<file path="config.mk">
export PLATFORM = sky130hd
export DESIGN_NAME = kvb_ctrl
export DESIGN_NICKNAME = d
export VERILOG_FILES = /design/src/kvb_pkg.sv /design/src/kvb_ctrl.sv
export VERILOG_INCLUDE_DIRS = /design/src
export SDC_FILE = /design/constraint.sdc
export NUM_CORES = 1
export LEC_CHECK = 0
export BUFFER_PORTS_ARGS = -buffer_cell sky130_fd_sc_hd__buf_4
export CORE_ASPECT_RATIO = 0.75
export CORE_UTILIZATION = 57
export DETAILED_ROUTE_END_ITERATION = 12
export PLACE_DENSITY = 0.86
export SETUP_SLACK_MARGIN = 0.02
export SLEW_MARGIN = 5
export SYNTH_ARGS = -nofsm -noshare
export SYNTH_HDL_FRONTEND = slang
export SYNTH_SLANG_ARGS = --single-unit
</file>
<file path="constraint.sdc">
create_clock -name clk -period 2.05 [get_ports clk]
set_input_delay 0.41 -clock clk [delete_from_list [all_inputs] [get_ports clk]]
set_output_delay 0.41 -clock clk [all_outputs]
set_load 0.05 [all_outputs]
</file>
<file path="src/kvb_cfg.svh">
`ifndef KVB_CFG_SVH
`define KVB_CFG_SVH
`define KVB_CLK_HZ         250000000
`define KVB_VIEW_S         90
// Over 32 bits at 250 MHz, so worked out in 64 bits
`define KVB_VIEW_CYC       (64'(`KVB_VIEW_S) * 64'(`KVB_CLK_HZ))
`define KVB_WARN_MS        500
`define KVB_WARN_CYC       (`KVB_WARN_MS * (`KVB_CLK_HZ / 1000))
`define KVB_RPT_HZ         20
`define KVB_RPT_CYC        (`KVB_CLK_HZ / `KVB_RPT_HZ)
`define KVB_CLICK_US       200
`define KVB_CLICK_CYC      (`KVB_CLICK_US * (`KVB_CLK_HZ / 1000000))
`define KVB_BELL_MS        500
`define KVB_BELL_CYC       (`KVB_BELL_MS * (`KVB_CLK_HZ / 1000))
`define KVB_TONE_HZ        1000
`define KVB_TONE_CYC       (`KVB_CLK_HZ / (2 * `KVB_TONE_HZ))
`define KVB_PWRUP_MS       100
`define KVB_PWRUP_CYC      (`KVB_PWRUP_MS * (`KVB_CLK_HZ / 1000))
`define KVB_WCNT_FULL      4'hf
`endif

</file>
<file path="src/kvb_pkg.sv">
package kvb_pkg;
  typedef enum logic [1:0] {
    KVB_VIEWING = 2'b00,
    KVB_WARNING = 2'b01,
    KVB_HOLDING = 2'b10
  } kvb_view_e;
  typedef struct packed {
    logic edit_mode;
    logic data_activity;
    logic watch_key;
    logic watch_restart;
    logic key_press_strobe;
    logic autorepeat_key;
    logic bell_command;
    logic ring_command;
    logic return_origin_key;
  } kvb_in_s;
  typedef struct packed {
    logic view_active;
    logic dim_req_n;
    logic watch_lamp_drive;
    logic repeat_char_strobe;
    logic audio_out;
    logic tone_p;
    logic tone_n;
    logic power_up_pulse;
    logic return_origin_n;
  } kvb_out_s;
endpackage

</file>
<file path="src/kvb_ctrl.sv">
// What this block does
// - Activity or key restarts viewing period
// - Blink lamp before dimming
// - Delay clears counter, stops warning pulses
// - Warning pulse trailing edge advances counter
// - Lamp from counter bit zero
// - Counter full dims, stops pulses, lamp off
// - Strobe follows raw strobe without repeat
// - Repeat plus key gives 10 Hz strobes
// - Toggle gates strobe at 10 Hz
// - Strobe falling edge gives 200 us click
// - Free tone gated by bell enable
// - Bell is one-shot, half second
// - Power-up asserts initial and origin 100 ms
// - Origin key asserts origin output
// - Edit mode never times out
// - Overbar signals are active low
`timescale 1ns/1ps
`include "kvb_cfg.svh"
`default_nettype none
module kvb_ctrl #(
  parameter longint unsigned VIEW_CYC = `KVB_VIEW_CYC,
  parameter int unsigned WARN_CYC  = `KVB_WARN_CYC,
  parameter int unsigned RPT_CYC   = `KVB_RPT_CYC,
  parameter int unsigned CLICK_CYC = `KVB_CLICK_CYC,
  parameter int unsigned BELL_CYC  = `KVB_BELL_CYC,
  parameter int unsigned TONE_CYC  = `KVB_TONE_CYC,
  parameter int unsigned PWRUP_CYC = `KVB_PWRUP_CYC
) (
  input  wire logic             clk,   // 250 MHz clock
  input  wire logic             rst_n, // Async reset, low
  input  wire kvb_pkg::kvb_in_s in_a,  // Asynchronous inputs
  output var  kvb_pkg::kvb_out_s out   // Registered outputs
);
  import kvb_pkg::*;
  localparam int NIN = $bits(kvb_in_s);

  logic [NIN-1:0] s1_r, s2_r, s3_r;
  kvb_in_s        sy, pv;
  // Two-stage sync, third stage only for edge detection
  always_ff @(posedge clk or negedge rst_n) begin
    if (!rst_n) begin
      s1_r <= '0;
      s2_r <= '0;
      s3_r <= '0;
    end else begin
      s1_r <= in_a;
      s2_r <= s1_r;
      s3_r <= s2_r;
    end
  end
  assign sy = kvb_in_s'(s2_r);
  assign pv = kvb_in_s'(s3_r);

  // View/hold
  kvb_view_e   vst_r, vst_nxt;
  logic [35:0] vcnt_r, vcnt_nxt; // 90 s needs 35 bits
  logic [31:0] wtim_r, wtim_nxt;
  logic        wpulse_r, wpulse_nxt;
  logic [3:0]  wcnt_r, wcnt_nxt;
  logic        restart;
  assign restart = sy.data_activity | sy.watch_key | sy.watch_restart
                 | sy.edit_mode;
  always_comb begin
    vst_nxt    = vst_r;
    vcnt_nxt   = vcnt_r;
    wtim_nxt   = wtim_r;
    wpulse_nxt = wpulse_r;
    wcnt_nxt   = wcnt_r;
    if (restart) begin
      vst_nxt    = KVB_VIEWING;
      vcnt_nxt   = '0;
      wtim_nxt   = '0;
      wpulse_nxt = 1'b0;
      wcnt_nxt   = '0;
    end else begin
      case (vst_r)
        KVB_VIEWING: begin
          if (vcnt_r >= 36'(VIEW_CYC - 1)) vst_nxt = KVB_WARNING;
          else vcnt_nxt = vcnt_r + 36'h1;
        end
        KVB_WARNING: begin
          // Half-period toggle forms a pulse train
          if (wtim_r >= WARN_CYC - 1) begin
            wtim_nxt   = '0;
            wpulse_nxt = ~wpulse_r;
            if (wpulse_r) wcnt_nxt = wcnt_r + 4'h1;
          end else begin
            wtim_nxt = wtim_r + 32'h1;
          end
          if (wcnt_r == `KVB_WCNT_FULL) begin
            vst_nxt    = KVB_HOLDING;
            wpulse_nxt = 1'b0;
          end
        end
        KVB_HOLDING: wpulse_nxt = 1'b0;
        default:     vst_nxt = KVB_VIEWING;
      endcase
    end
  end
  always_ff @(posedge clk or negedge rst_n) begin
    if (!rst_n) begin
      vst_r    <= KVB_VIEWING;
      vcnt_r   <= '0;
      wtim_r   <= '0;
      wpulse_r <= 1'b0;
      wcnt_r   <= '0;
    end else begin
      vst_r    <= vst_nxt;
      vcnt_r   <= vcnt_nxt;
      wtim_r   <= wtim_nxt;
      wpulse_r <= wpulse_nxt;
      wcnt_r   <= wcnt_nxt;
    end
  end

  // Strobe, repeat and click
  logic [31:0] rtim_r, rtim_nxt;
  logic        gate_r, gate_nxt;
  logic        strb_r, strb_nxt;
  logic [31:0] ctim_r, ctim_nxt;
  logic        click_r, click_nxt;
  always_comb begin
    rtim_nxt  = rtim_r;
    gate_nxt  = gate_r;
    click_nxt = click_r;
    ctim_nxt  = ctim_r;
    // Free-running 20 Hz train; toggle halves it to 10 Hz
    if (rtim_r >= RPT_CYC - 1) begin
      rtim_nxt = '0;
      if (sy.autorepeat_key) gate_nxt = ~gate_r;
    end else begin
      rtim_nxt = rtim_r + 32'h1;
    end
    if (!sy.autorepeat_key) gate_nxt = 1'b0;
    strb_nxt = sy.key_press_strobe & ~gate_r;
    if (strb_r && !strb_nxt) begin
      click_nxt = 1'b1;
      ctim_nxt  = '0;
    end else if (click_r) begin
      if (ctim_r >= CLICK_CYC - 1) click_nxt = 1'b0;
      else ctim_nxt = ctim_r + 32'h1;
    end
  end
  always_ff @(posedge clk or negedge rst_n) begin
    if (!rst_n) begin
      rtim_r  <= '0;
      gate_r  <= 1'b0;
      strb_r  <= 1'b0;
      ctim_r  <= '0;
      click_r <= 1'b0;
    end else begin
      rtim_r  <= rtim_nxt;
      gate_r  <= gate_nxt;
      strb_r  <= strb_nxt;
      ctim_r  <= ctim_nxt;
      click_r <= click_nxt;
    end
  end

  // Bell tone
  logic [31:0] ttim_r, ttim_nxt;
  logic        tone_r, tone_nxt;
  logic [31:0] btim_r, btim_nxt;
  logic        bell_r, bell_nxt;
  logic        bell_rise;
  // Edge detect: a held command gives one burst
  assign bell_rise = (sy.bell_command & ~pv.bell_command)
                   | (sy.ring_command & ~pv.ring_command);
  always_comb begin
    ttim_nxt = ttim_r + 32'h1;
    tone_nxt = tone_r;
    if (ttim_r >= TONE_CYC - 1) begin
      ttim_nxt = '0;
      tone_nxt = ~tone_r;
    end
    btim_nxt = btim_r;
    bell_nxt = bell_r;
    if (bell_rise) begin
      bell_nxt = 1'b1;
      btim_nxt = '0;
    end else if (bell_r) begin
      if (btim_r >= BELL_CYC - 1) bell_nxt = 1'b0;
      else btim_nxt = btim_r + 32'h1;
    end
  end
  always_ff @(posedge clk or negedge rst_n) begin
    if (!rst_n) begin
      ttim_r <= '0;
      tone_r <= 1'b0;
      btim_r <= '0;
      bell_r <= 1'b0;
    end else begin
      ttim_r <= ttim_nxt;
      tone_r <= tone_nxt;
      btim_r <= btim_nxt;
      bell_r <= bell_nxt;
    end
  end

  // Power-up and return to origin
  logic [31:0] ptim_r, ptim_nxt;
  logic        pwr_r, pwr_nxt;
  always_comb begin
    ptim_nxt = ptim_r;
    pwr_nxt  = pwr_r;
    if (pwr_r) begin
      if (ptim_r >= PWRUP_CYC - 1) pwr_nxt = 1'b0;
      else ptim_nxt = ptim_r + 32'h1;
    end
  end
  always_ff @(posedge clk or negedge rst_n) begin
    if (!rst_n) begin
      ptim_r <= '0;
      pwr_r  <= 1'b1;
    end else begin
      ptim_r <= ptim_nxt;
      pwr_r  <= pwr_nxt;
    end
  end

  kvb_out_s out_nxt;
  always_comb begin
    out_nxt.view_active        = (vst_r != KVB_HOLDING);
    out_nxt.dim_req_n          = (vst_r != KVB_HOLDING);
    out_nxt.watch_lamp_drive   = (vst_r == KVB_WARNING) & wcnt_r[0]
                               & (wcnt_r != `KVB_WCNT_FULL);
    out_nxt.repeat_char_strobe = strb_r;
    out_nxt.tone_p             = tone_r;
    out_nxt.tone_n             = ~tone_r;
    out_nxt.audio_out          = click_r | (bell_r & tone_r);
    out_nxt.power_up_pulse     = pwr_r;
    out_nxt.return_origin_n    = ~(pwr_r | sy.return_origin_key);
  end
  always_ff @(posedge clk or negedge rst_n) begin
    if (!rst_n) begin
      out <= '{view_active: 1'b1, dim_req_n: 1'b1, power_up_pulse: 1'b1,
               tone_n: 1'b1, default: 1'b0};
    end else begin
      out <= out_nxt;
    end
  end

  chk_dim_at_full: assert property (@(posedge clk) disable iff (!rst_n)
    (vst_r == KVB_WARNING && wcnt_r == 4'hf && !restart)
      |=> (vst_r == KVB_HOLDING) ##1 (!out.view_active && !out.dim_req_n))
    else $error("dim not asserted at full count");
  chk_restart_view: assert property (@(posedge clk) disable iff (!rst_n)
    restart |=> (vst_r == KVB_VIEWING && wcnt_r == 4'h0) ##1 out.view_active)
    else $error("restart did not resume viewing");
  chk_delay_clear: assert property (@(posedge clk) disable iff (!rst_n)
    (vst_r == KVB_VIEWING) |-> (wcnt_r == 4'h0 && !wpulse_r))
    else $error("warning active during viewing delay");
  chk_cnt_step: assert property (@(posedge clk) disable iff (!rst_n)
    ($changed(wcnt_r) && !$past(restart)) |-> $fell(wpulse_r)
      && wcnt_r == $past(wcnt_r) + 4'h1)
    else $error("counter moved without pulse end");
  chk_lamp_hold: assert property (@(posedge clk) disable iff (!rst_n)
    (vst_r == KVB_HOLDING) |=> !out.watch_lamp_drive)
    else $error("lamp on in hold");
  chk_lamp_full: assert property (@(posedge clk) disable iff (!rst_n)
    (wcnt_r == 4'hf) |=> !out.watch_lamp_drive)
    else $error("lamp lit at full count");
  chk_strobe_follow: assert property (@(posedge clk) disable iff (!rst_n)
    (!gate_r) |=> (strb_r == $past(sy.key_press_strobe)))
    else $error("strobe does not follow raw strobe");
  chk_click_len: assert property (@(posedge clk) disable iff (!rst_n)
    (strb_r && !strb_nxt) |=> click_r [*2])
    else $error("click too short");
  chk_bell_gate: assert property (@(posedge clk) disable iff (!rst_n)
    (!bell_r && !click_r) |=> !out.audio_out)
    else $error("tone leaked without enable");
  chk_bell_start: assert property (@(posedge clk) disable iff (!rst_n)
    bell_rise |=> bell_r && btim_r == 32'h0)
    else $error("bell not started");
  chk_origin_key: assert property (@(posedge clk) disable iff (!rst_n)
    sy.return_origin_key |=> !out.return_origin_n)
    else $error("origin output not asserted");
  chk_edit_view: assert property (@(posedge clk) disable iff (!rst_n)
    sy.edit_mode [*3] |-> out.view_active)
    else $error("timeout in edit mode");

  cov_hold: cover property (@(posedge clk) disable iff (!rst_n)
    vst_r == KVB_HOLDING);
  cov_repeat: cover property (@(posedge clk) disable iff (!rst_n)
    sy.autorepeat_key && $rose(gate_r));
  cov_bell: cover property (@(posedge clk) disable iff (!rst_n)
    $fell(bell_r));
  cov_pwr_end: cover property (@(posedge clk) disable iff (!rst_n)
    $fell(pwr_r));
endmodule
`default_nettype wire

</file>
Word level (Yosys, flattened, before mapping):

Cells that the tools add are included.

* word-level logic and storage cells: 127
* flip-flop bits (word level): 270

* mux-type cells: 36
* bitwise gates (word level): 19
* $lt $le $gt $ge: 7
* reduce and logical (&&, ||, !) cells: 17
* equal/unequal tests: 13
* $add $sub $neg: 8

Operators with widths (number)
* 32-bit 2-to-1 mux: 11
* 32-bit by 1-bit adder with 32-bit output, second input constant: 6
* 36-bit 2-to-1 mux: 3
* 32-bit by 27-bit greater-or-equal comparator with 1-bit output, second input constant: 2
* 36-bit by 1-bit adder with 36-bit output, second input constant: 1
* 36-bit by 35-bit greater-or-equal comparator with 1-bit output, second input constant: 1
* 32-bit by 16-bit greater-or-equal comparator with 1-bit output, second input constant: 1
* 32-bit by 17-bit greater-or-equal comparator with 1-bit output, second input constant: 1
* 32-bit by 24-bit greater-or-equal comparator with 1-bit output, second input constant: 1
* 32-bit by 25-bit greater-or-equal comparator with 1-bit output, second input constant: 1
* 4-bit 2-to-1 mux: 4
* 1-bit 2-to-1 mux: 13
* 2-bit nonzero test: 6
* 2-bit inequality test, second input constant: 5
* 2-bit AND reduction: 5
* 4-bit inequality test, second input constant: 2
* 1-bit NOT: 7
* 1-bit AND: 6
* 2-bit 2-to-1 mux: 3
* 3-bit inequality test, second input constant: 2
* 1-bit OR: 6
* 2-bit one-hot mux with 3 select lines: 1
* 3-bit AND reduction: 2
* 4-bit by 1-bit adder with 4-bit output, second input constant: 1
* other kinds (9): 9

Logic depth before layout (Yosys ltp):

Gate-level depths: netlist of the first run.

* word-level depth: 6
* mapped depth: 9

Worst setup path after synthesis of the first run:

OpenSTA, ideal clock, no wires.

* path kind: register to register
* start: register btim_r[0]
* end: register btim_r[14]
* path slack: -0.102 ns
* cell stages (with the launch flop): 10
* clock period less this slack: 2.152 ns
* buffers on the path: 2
* arrival: 2.016 ns
* required time: 1.914 ns
* cells stage by stage: dfrtp_1 ha_1 and3_1 a311o_1 a21oi_1 o211ai_1 clkbuf_1 clkbuf_1 o21ai_0 a21oi_1

* cells in the longest elaborated chain, start to end: 4
* elaborated cells on any way between the ends: 7
* those cells by class: add/sub: 1; order compare: 1; eq/ne: 1; mux: 3; reduce/logical: 1

RTL lines
* from (decl): line kvb_ctrl.sv:164 `logic [31:0] btim_r, btim_nxt;`
* from (signal assigned): line kvb_ctrl.sv:196 `btim_r <= btim_nxt;`
* 32-bit by 1-bit adder with 32-bit output: line kvb_ctrl.sv:184 `else btim_nxt = btim_r + 32'h1;`
* 32-bit 2-to-1 mux: line kvb_ctrl.sv:183 `if (btim_r >= BELL_CYC - 1) bell_nxt = 1'b0;`
* 32-bit 2-to-1 mux: line kvb_ctrl.sv:182 `end else if (bell_r) begin`
* 32-bit 2-to-1 mux: line kvb_ctrl.sv:179 `if (bell_rise) begin`

Several ways; a longest one is shown, not always the timed one. The select of a mux whose other input is x is not followed.
A chain may end at the register's enable or synchronous reset.

Final worst setup path of the first run:

* start: register vcnt_r[22]
* end: register vcnt_r[20]

* cells in the longest elaborated chain, start to end: 3

RTL lines
* from (decl): line kvb_ctrl.sv:57 `logic [35:0] vcnt_r, vcnt_nxt;`
* from (signal assigned): line kvb_ctrl.sv:110 `vcnt_r <= vcnt_nxt;`
* 36-bit by 35-bit greater-or-equal comparator with 1-bit output: line kvb_ctrl.sv:79 `if (vcnt_r >= 36'(VIEW_CYC - 1)) vst_nxt = KVB_WARNING;`
* 2-bit inequality test (no line)
* 2-bit AND reduction (no line)

No other way between the ends.

==> run metrics, run 1 <==
status=complete, but fails checks; violated checks=setup timing; Power Total=10.67 mW; Tcrit/Tclk final=1.112; Post-Layout Cell Count=1615; RePlAce Congestion=0.8661; post-synthesis sequential area ratio=0.5594; XOR/XNOR Fraction of Synth Area=0.09745; Post-Place Cells=1531; unique cell type count in the Yosys netlist=71; first-pass GRT wire length=44620 um; Hold Path Class=register to register; Post-Synth Simple-Gate Area=0.2340; Max Cap Viol=0; post-route setup slack=-230.3 ps; detailed placement HPWL=17010 um; Cell Area, Placed=13410 um2; Yosys warning count=0; mapped cell area=12040 um2; Area Growth Syn to Fin=28.13%; Site Rows=45; CTS Buf Count=25; IO Port Bufs=19; adder-cell share of the synthesized area=0.008312; Net count, final=1333; fmax=438.5 MHz; post-synthesis compound-gate area fraction=0.07200; Fin Clk Skew=16.03 ps; fraction of registers with async set/reset=1.000; # clock sinks=269; Finish-stage setup viols=47; CP endpoint kind=register; layout cell share with drive strength beyond 1=0.2588; # IOs=20; Gate Count Post-Synth=1138; VDD IR max=0.7490 mV; Worst-Skew Late Latency=540 ps; Initial Utilization=0.5876; cell area after layout=15430 um2; largest net degree at the start of global routing=63; GRT Residual Overflow=0; mux cell area share after synthesis=0.003532; Critical Path AT=2700 ps; CTS max path bufs=3; CTS tree=done; antenna violations before repair=0; Primary FF master, synth=dfrtp_1; GRT Util Overall=0.2517; final WL=29300 um; WL/cell=18.14 um; post-DR vias/cell=5.858; largest family of logic cells by synthesized area=simple AND/OR/NAND/NOR gates; RSZ-0062 raised after global routing=true; P_leak=6.537 nW; crit-path max FO=7; Worst Setup Start Kind=register; Worst Path Required=2470 ps; Slew Viols, Final=0; Post-DRT Antenna Nets=0; Crit Path Class=register to register; number of synthesized flops with an enable pin=0; drt first pass iters=8; Rel. slew slack=0.5633; H-tree depth=1; actual slew at the worst max-slew pin=655.0 ps; final worst path period need=2280 ps; pre-CTS WS=-166.9 ps; Vias=9461; Mean Syn Cell Area=10.58 um2; DRC=0; Final Hold Vio Count=0; vias in the first global route=9331; flops & latches, synth=269; chip width=169.8 um; root buf cell=clkbuf_16; # diodes=0; First DRT Iteration DRCs=878; die height=127.9 um; Worst-path clk slew=70 ps; Core Area=20490 um2; Die ar.=21720 um2; PwrDens=691.6 nW/um2
cell usage in the layout, fill, tap and decap left out, drive strengths merged, types with 5 or more instances in the layout:
cell type / count
nand4: 35
o21ai: 27
ha: 8
nand2: 83
dlygate4sd3: 10
xnor2: 79
a31oi: 6
and3: 38
nor3: 28
and4: 21
xor2: 55
o211ai: 9
conb: 23
nand3: 49
nor4: 36
nor2: 155
or4: 6
and2: 35
inv: 30
clkbuf: 33
dfrtp: 265
buf: 162
o2111ai: 7
nor4b: 5
clkinv: 6
or3: 18
a21oi: 30
or2: 5
layer usage:
layer | share of wire | global-route usage
met3 | 0.052 | 0.03952
met4 | 0.038 | 0.07737
met5 | 0 | 0
met1 | 0.43 | 0.3509
met2 | 0.48 | 0.4094
cells in the mapped netlist, types with 4 or more instances:
library cell | n | area (um2)
or4_1 | 6 | 45.04
o211ai_1 | 9 | 67.56
xnor2_1 | 79 | 691.9
dfrtp_1 | 265 | 6631
o21ai_1 | 5 | 25.02
o31ai_1 | 4 | 30.03
nor4_1 | 25 | 156.4
nand2_1 | 83 | 311.6
nor2_1 | 155 | 581.8
nor3_1 | 22 | 110.1
and4_1 | 21 | 183.9
a31oi_1 | 6 | 37.54
nand3_1 | 48 | 240.2
dfstp_2 | 4 | 105.1
nand4_1 | 35 | 219.0
nor3_2 | 6 | 60.06
and3_1 | 38 | 237.7
o2111ai_1 | 7 | 61.31
nor4_2 | 11 | 137.6
and2_1 | 35 | 219.0
clkbuf_1 | 31 | 116.4
ha_1 | 8 | 100.1
inv_1 | 28 | 105.1
a21oi_1 | 30 | 150.1
nand2b_1 | 4 | 25.02
buf_2 | 10 | 50.05
xor2_1 | 55 | 481.7
o21ai_0 | 22 | 110.1
or3_1 | 18 | 112.6
power by group:
group | total (mW) | internal (mW) | leakage (nW) | switching (mW)
Clock | 4.78 | 2.76 | 0.411 | 2.02
Combinational | 0.434 | 0.172 | 2.52 | 0.262
Sequential | 5.46 | 5.40 | 3.61 | 0.0615
Total | 10.7 | 8.33 | 6.54 | 2.35
worst max-delay path, stage by stage, from the launching register on:
cell and delay, ps:
dfrtp_1 420, o31a_1 380, a311oi_2 410, a311oi_4 70
buf_6 160, buf_12 140, nor3_4 260, nand4_1 170
mux2i_1 150
final timing paths:
| kind | startpoint | to | slack (ps) | cells after the start |
|---|---|---|---|---|
| min in group asynchronous | rst_n | gate_r | 360 | 2 |
| worst max-delay path | vcnt_r[22] | vcnt_r[20] | -230 | 8 |
| max in group asynchronous | rst_n | btim_r[16] | 1060 | 3 |
| worst min register to register | s1_r[1] | s2_r[1] | 350 | 0 |
| worst min-delay path | s1_r[1] | s2_r[1] | 350 | 0 |
| worst max register to register | vcnt_r[22] | vcnt_r[20] | -230 | 8 |
stage by stage:
step                      TNS [ps]  utilization  hold slack, ps
after global routing         -8813       0.7529           354.1
after floorplan             -215.1            -           114.4
after global placement      -272.4       0.6545           316.7
final                        -4732       0.7529           347.3
after detailed placement     -3462       0.6545           319.3
after CTS                    -1091       0.7177           348.7
flip-flops by register name, summed over array words and instances (netlist names), 2 cells and up:
name    count
wtim_r     32
ptim_r     32
out         8
wcnt_r      4
ctim_r     32
btim_r     32
s1_r        9
ttim_r     32
rtim_r     32
vcnt_r     36
s2_r        9
vst_r       2
pv          2
layout make-up:
type	instances	area [um2]
Timing Repair Buffer	172	1488
Clock inverter	13	160.2
Inverter	28	105.1
Multi-Input combinational cell	818	5899
Tap cell	282	352.8
Fill cell	1240	5064
Clock buffer	33	685.7
Sequential cell	269	6740
cell families after synthesis:
group | count (synthesis)
adders and majority gates | 8
AOI/OAI and AO/OA | 122
xor gates and xnor gates | 134
DFF | 269
and+or+nand+nor | 527
other | 1
buffers and inverters | 73
muxes | 4
repair_timing:
item | in CTS | in global routing
buffers inserted | 12 | 15
gates resized for setup | 50 | 129
cloned | 2 | 1
pin swaps | 39 | 82
hold buffers | 10 | 0
endpoints found under the hold margin | 40 | 0
setup endpoints to repair | 94 | 159
Note: power is estimated with default switching activity, not from simulation.
==> run 2, diff against run 1 <==
--- a/config.mk
+++ b/config.mk
@@ -6,11 +6,11 @@
 export SDC_FILE = /design/constraint.sdc
 export NUM_CORES = 1
 export LEC_CHECK = 0
-export BUFFER_PORTS_ARGS = -buffer_cell sky130_fd_sc_hd__buf_4
 export CORE_ASPECT_RATIO = 0.75
 export CORE_UTILIZATION = 57
 export DETAILED_ROUTE_END_ITERATION = 12
-export PLACE_DENSITY = 0.86
+export DONT_BUFFER_PORTS = 1
+export PLACE_DENSITY = 0.85
 export SETUP_SLACK_MARGIN = 0.02
 export SLEW_MARGIN = 5
 export SYNTH_ARGS = -nofsm -noshare
==> run 2 against run 1 <==
  * The run ends with hold timing, setup timing left
  * Design area down 0.73%
  * Flip-flop and latch count unchanged
  * Global-route usage up 0.27 points
  * Count of clock-buffer cells in the layout up 7
  * Combinational power down 31%
  * Sequential power about the same
  * Fmax down 1.0%
  * Sequential share of layout area up 0.31 points
  * Core utilization down 0.55 points
  * First-iteration DRC count up 19%
  * Power down 0.66%
  * Highest routed layer unchanged
==> run metrics, run 2 (synthesis results as in run 1) <==
CTS max path bufs=3 (unchanged); Critical Path AT=2710 ps (was 2700 ps); P_leak=6.486 nW (was 6.537 nW); chip width=169.8 um (unchanged); fill count=1198 (was 1240); Die ar.=21720 um2 (unchanged); # IOs=20 (unchanged); vias in the first global route=9169 (was 9331); fmax=434.0 MHz (was 438.5 MHz); IO Port Bufs=0 (was 19); most frequent cells in the layout=dfrtp_1 (263), nor2_1 (146), buf_4 (116) (was dfrtp_1 (262), nor2_1 (149), buf_4 (137)); detailed placement HPWL=15720 um (was 17010 um); CTS tree=done (unchanged); Vias=9511 (was 9461); drt first pass iters=7 (was 8); largest net degree at the start of global routing=270 (was 63); VDD IR max=0.6628 mV (was 0.7490 mV); Core Area=20490 um2 (unchanged); Fin Clk Skew=11.38 ps (was 16.03 ps); Tcrit/Tclk final=1.124 (was 1.112); # clock sinks=269 (unchanged); Worst Path Required=2450 ps (was 2470 ps); Site Rows=45 (unchanged); post-route core utilization=0.7474 (was 0.7529); Area Growth Syn to Fin=27.20% (was 28.13%); cell area after layout=15320 um2 (was 15430 um2); GRT Util Overall=0.2543 (was 0.2517); Worst-path clk slew=70 ps (about the same); first-pass GRT wire length=44640 um (was 44620 um); R2R Path Start=vcnt_r[1] (was vcnt_r[22]); Crit Path Class=register to register (unchanged); Post-Layout Cell Count=1595 (was 1615); reg2reg path depth=9 (was 8); violated checks=hold timing, setup timing (was setup timing); layout cell share with drive strength beyond 1=0.2529 (was 0.2588); Hold WS=-435.2 ps (was 347.3 ps); Rel. slew slack=0.5982 (was 0.5633); RePlAce Congestion=0.8383 (was 0.8661); final worst path period need=2304 ps (was 2280 ps); Most flops, register=vcnt_r (unchanged); Hold Path Class=input pin to asynchronous set/reset pin (was register to register); Power Total=10.60 mW (was 10.67 mW); # diodes=0 (unchanged); Initial Utilization=0.5876 (unchanged); actual slew at the worst max-slew pin=602.7 ps (was 655.0 ps); H-tree depth=1 (unchanged); status=complete, but fails checks (unchanged); Worst Setup Start Kind=register (unchanged); Finish-stage setup viols=50 (was 47); die height=127.9 um (unchanged); Post-DRT Antenna Nets=0 (unchanged); Cell Area, Placed=13180 um2 (was 13410 um2); DRC=0 (unchanged); First DRT Iteration DRCs=1044 (was 878); antenna violations before repair=0 (unchanged); Post-Place Cells=1508 (was 1531); Worst-Skew Late Latency=530 ps (was 540 ps); crit-path max FO=5 (was 7); Final Hold Vio Count=269 (was 0); Max Cap Viol=0 (unchanged); hold_buf cts=9 (was 10); WL/cell=19.04 um (was 18.14 um); reg2reg setup slack=-250 ps (was -230 ps); GRT Residual Overflow=0 (unchanged); PwrDens=692.1 nW/um2 (was 691.6 nW/um2); Net count, final=1312 (was 1333); post-DR vias/cell=5.963 (was 5.858); most common cell after layout, fill and taps aside=dfrtp_1 (unchanged); Critical R2R Capture=vcnt_r[4] (was vcnt_r[20]); max reg flops=36 (unchanged); root buf cell=clkbuf_16 (unchanged); CP endpoint kind=register (unchanged); Slew Viols, Final=0 (unchanged); CTS Buf Count=26 (was 25); final WL=30370 um (was 29300 um); post-route setup slack=-254.3 ps (was -230.3 ps); RSZ-0062 raised after global routing=true (unchanged)
-- run 2: cell types whose count changed in the layout (fill, tap and decap cells not counted), moves of 4 or more --
cell,previous run,this run
xnor2_1,76,71
o21ai_1,10,5
xnor2_2,3,8
buf_6,11,18
buf_4,137,116
clkbuf_1,5,9
buf_12,7,2
o21ai_0,13,18
-- run 2: worst max-delay path by stage --
| stage | slack (ps) | from | cells past startpoint | endpoint |
|---|---|---|---|---|
| after floorplan | -20 | vcnt_r[0] | 8 | vcnt_r[32] |
| after global placement | -60 | btim_r[1] | 8 | btim_r[14] |
| after detailed placement | -150 | vcnt_r[10] | 8 | vcnt_r[28] |
| after CTS | -120 | btim_r[0] | 8 | btim_r[22] |
| after global routing | -250 | vcnt_r[21] | 8 | vcnt_r[25] |
| final | -250 | vcnt_r[1] | 9 | vcnt_r[4] |
-- run 2: per-stage QoR --
| stage | setup TNS, ps | worst slack [ps] |
|---|---|---|
| final | -5833 | -254.3 |
| after global routing | -8834 | -249.5 |
| after CTS | -1127 | -120.5 |
| after detailed placement | -3076 | -150.3 |
| after global placement | -817.8 | -64.91 |
| after floorplan | -215.1 | -24.13 |
-- run 2: power by group --
part	internal [mW]	total, mW	leakage [nW]	switching [mW]
clock network	2.82	4.84	0.420	2.02
logic	0.143	0.301	2.46	0.158
registers	5.40	5.46	3.61	0.0618
total	8.36	10.6	6.49	2.24
-- run 2: area by class of cell --
class                   instances  area, um2  share of cell area
clock inverters                 8      92.59            0.006044
flip-flops and latches        269       6739              0.4399
multi-input cells             818       5976              0.3901
repair buffers                150       1289             0.08413
inverters                      28      105.1            0.006861
well taps                     282      352.8             0.02303
clock buffers                  40      764.5             0.04991
-- run 2: routing by layer --
layer / global-route usage / up-vias / wire [um]
li1: - / 4263 / -
met1: 0.3379 / 4741 / 12140
met2: 0.4308 / 395 / 15230
met3: 0.04014 / 112 / 1717
met4: 0.08161 / 0 / 1280
met5: 0 / - / 0
-- run 2: timing repair --
item / in CTS / in global routing
resized for setup: 52 / 133
cloned: 0 / 1
endpoints found under the setup margin: 112 / 145
endpoints found under the hold margin: 278 / 269
pin swaps: 48 / 90
buffers inserted: 9 / 20
-- run 2: critical path, stage by stage (launching register included) --
cell,delay (ps)
dfrtp_1,390
ha_2,200
nand4_1,140
or3_4,390
a311oi_4,330
buf_6,220
buf_8,140
nor3_4,50
xnor2_1,220
nor2_1,90
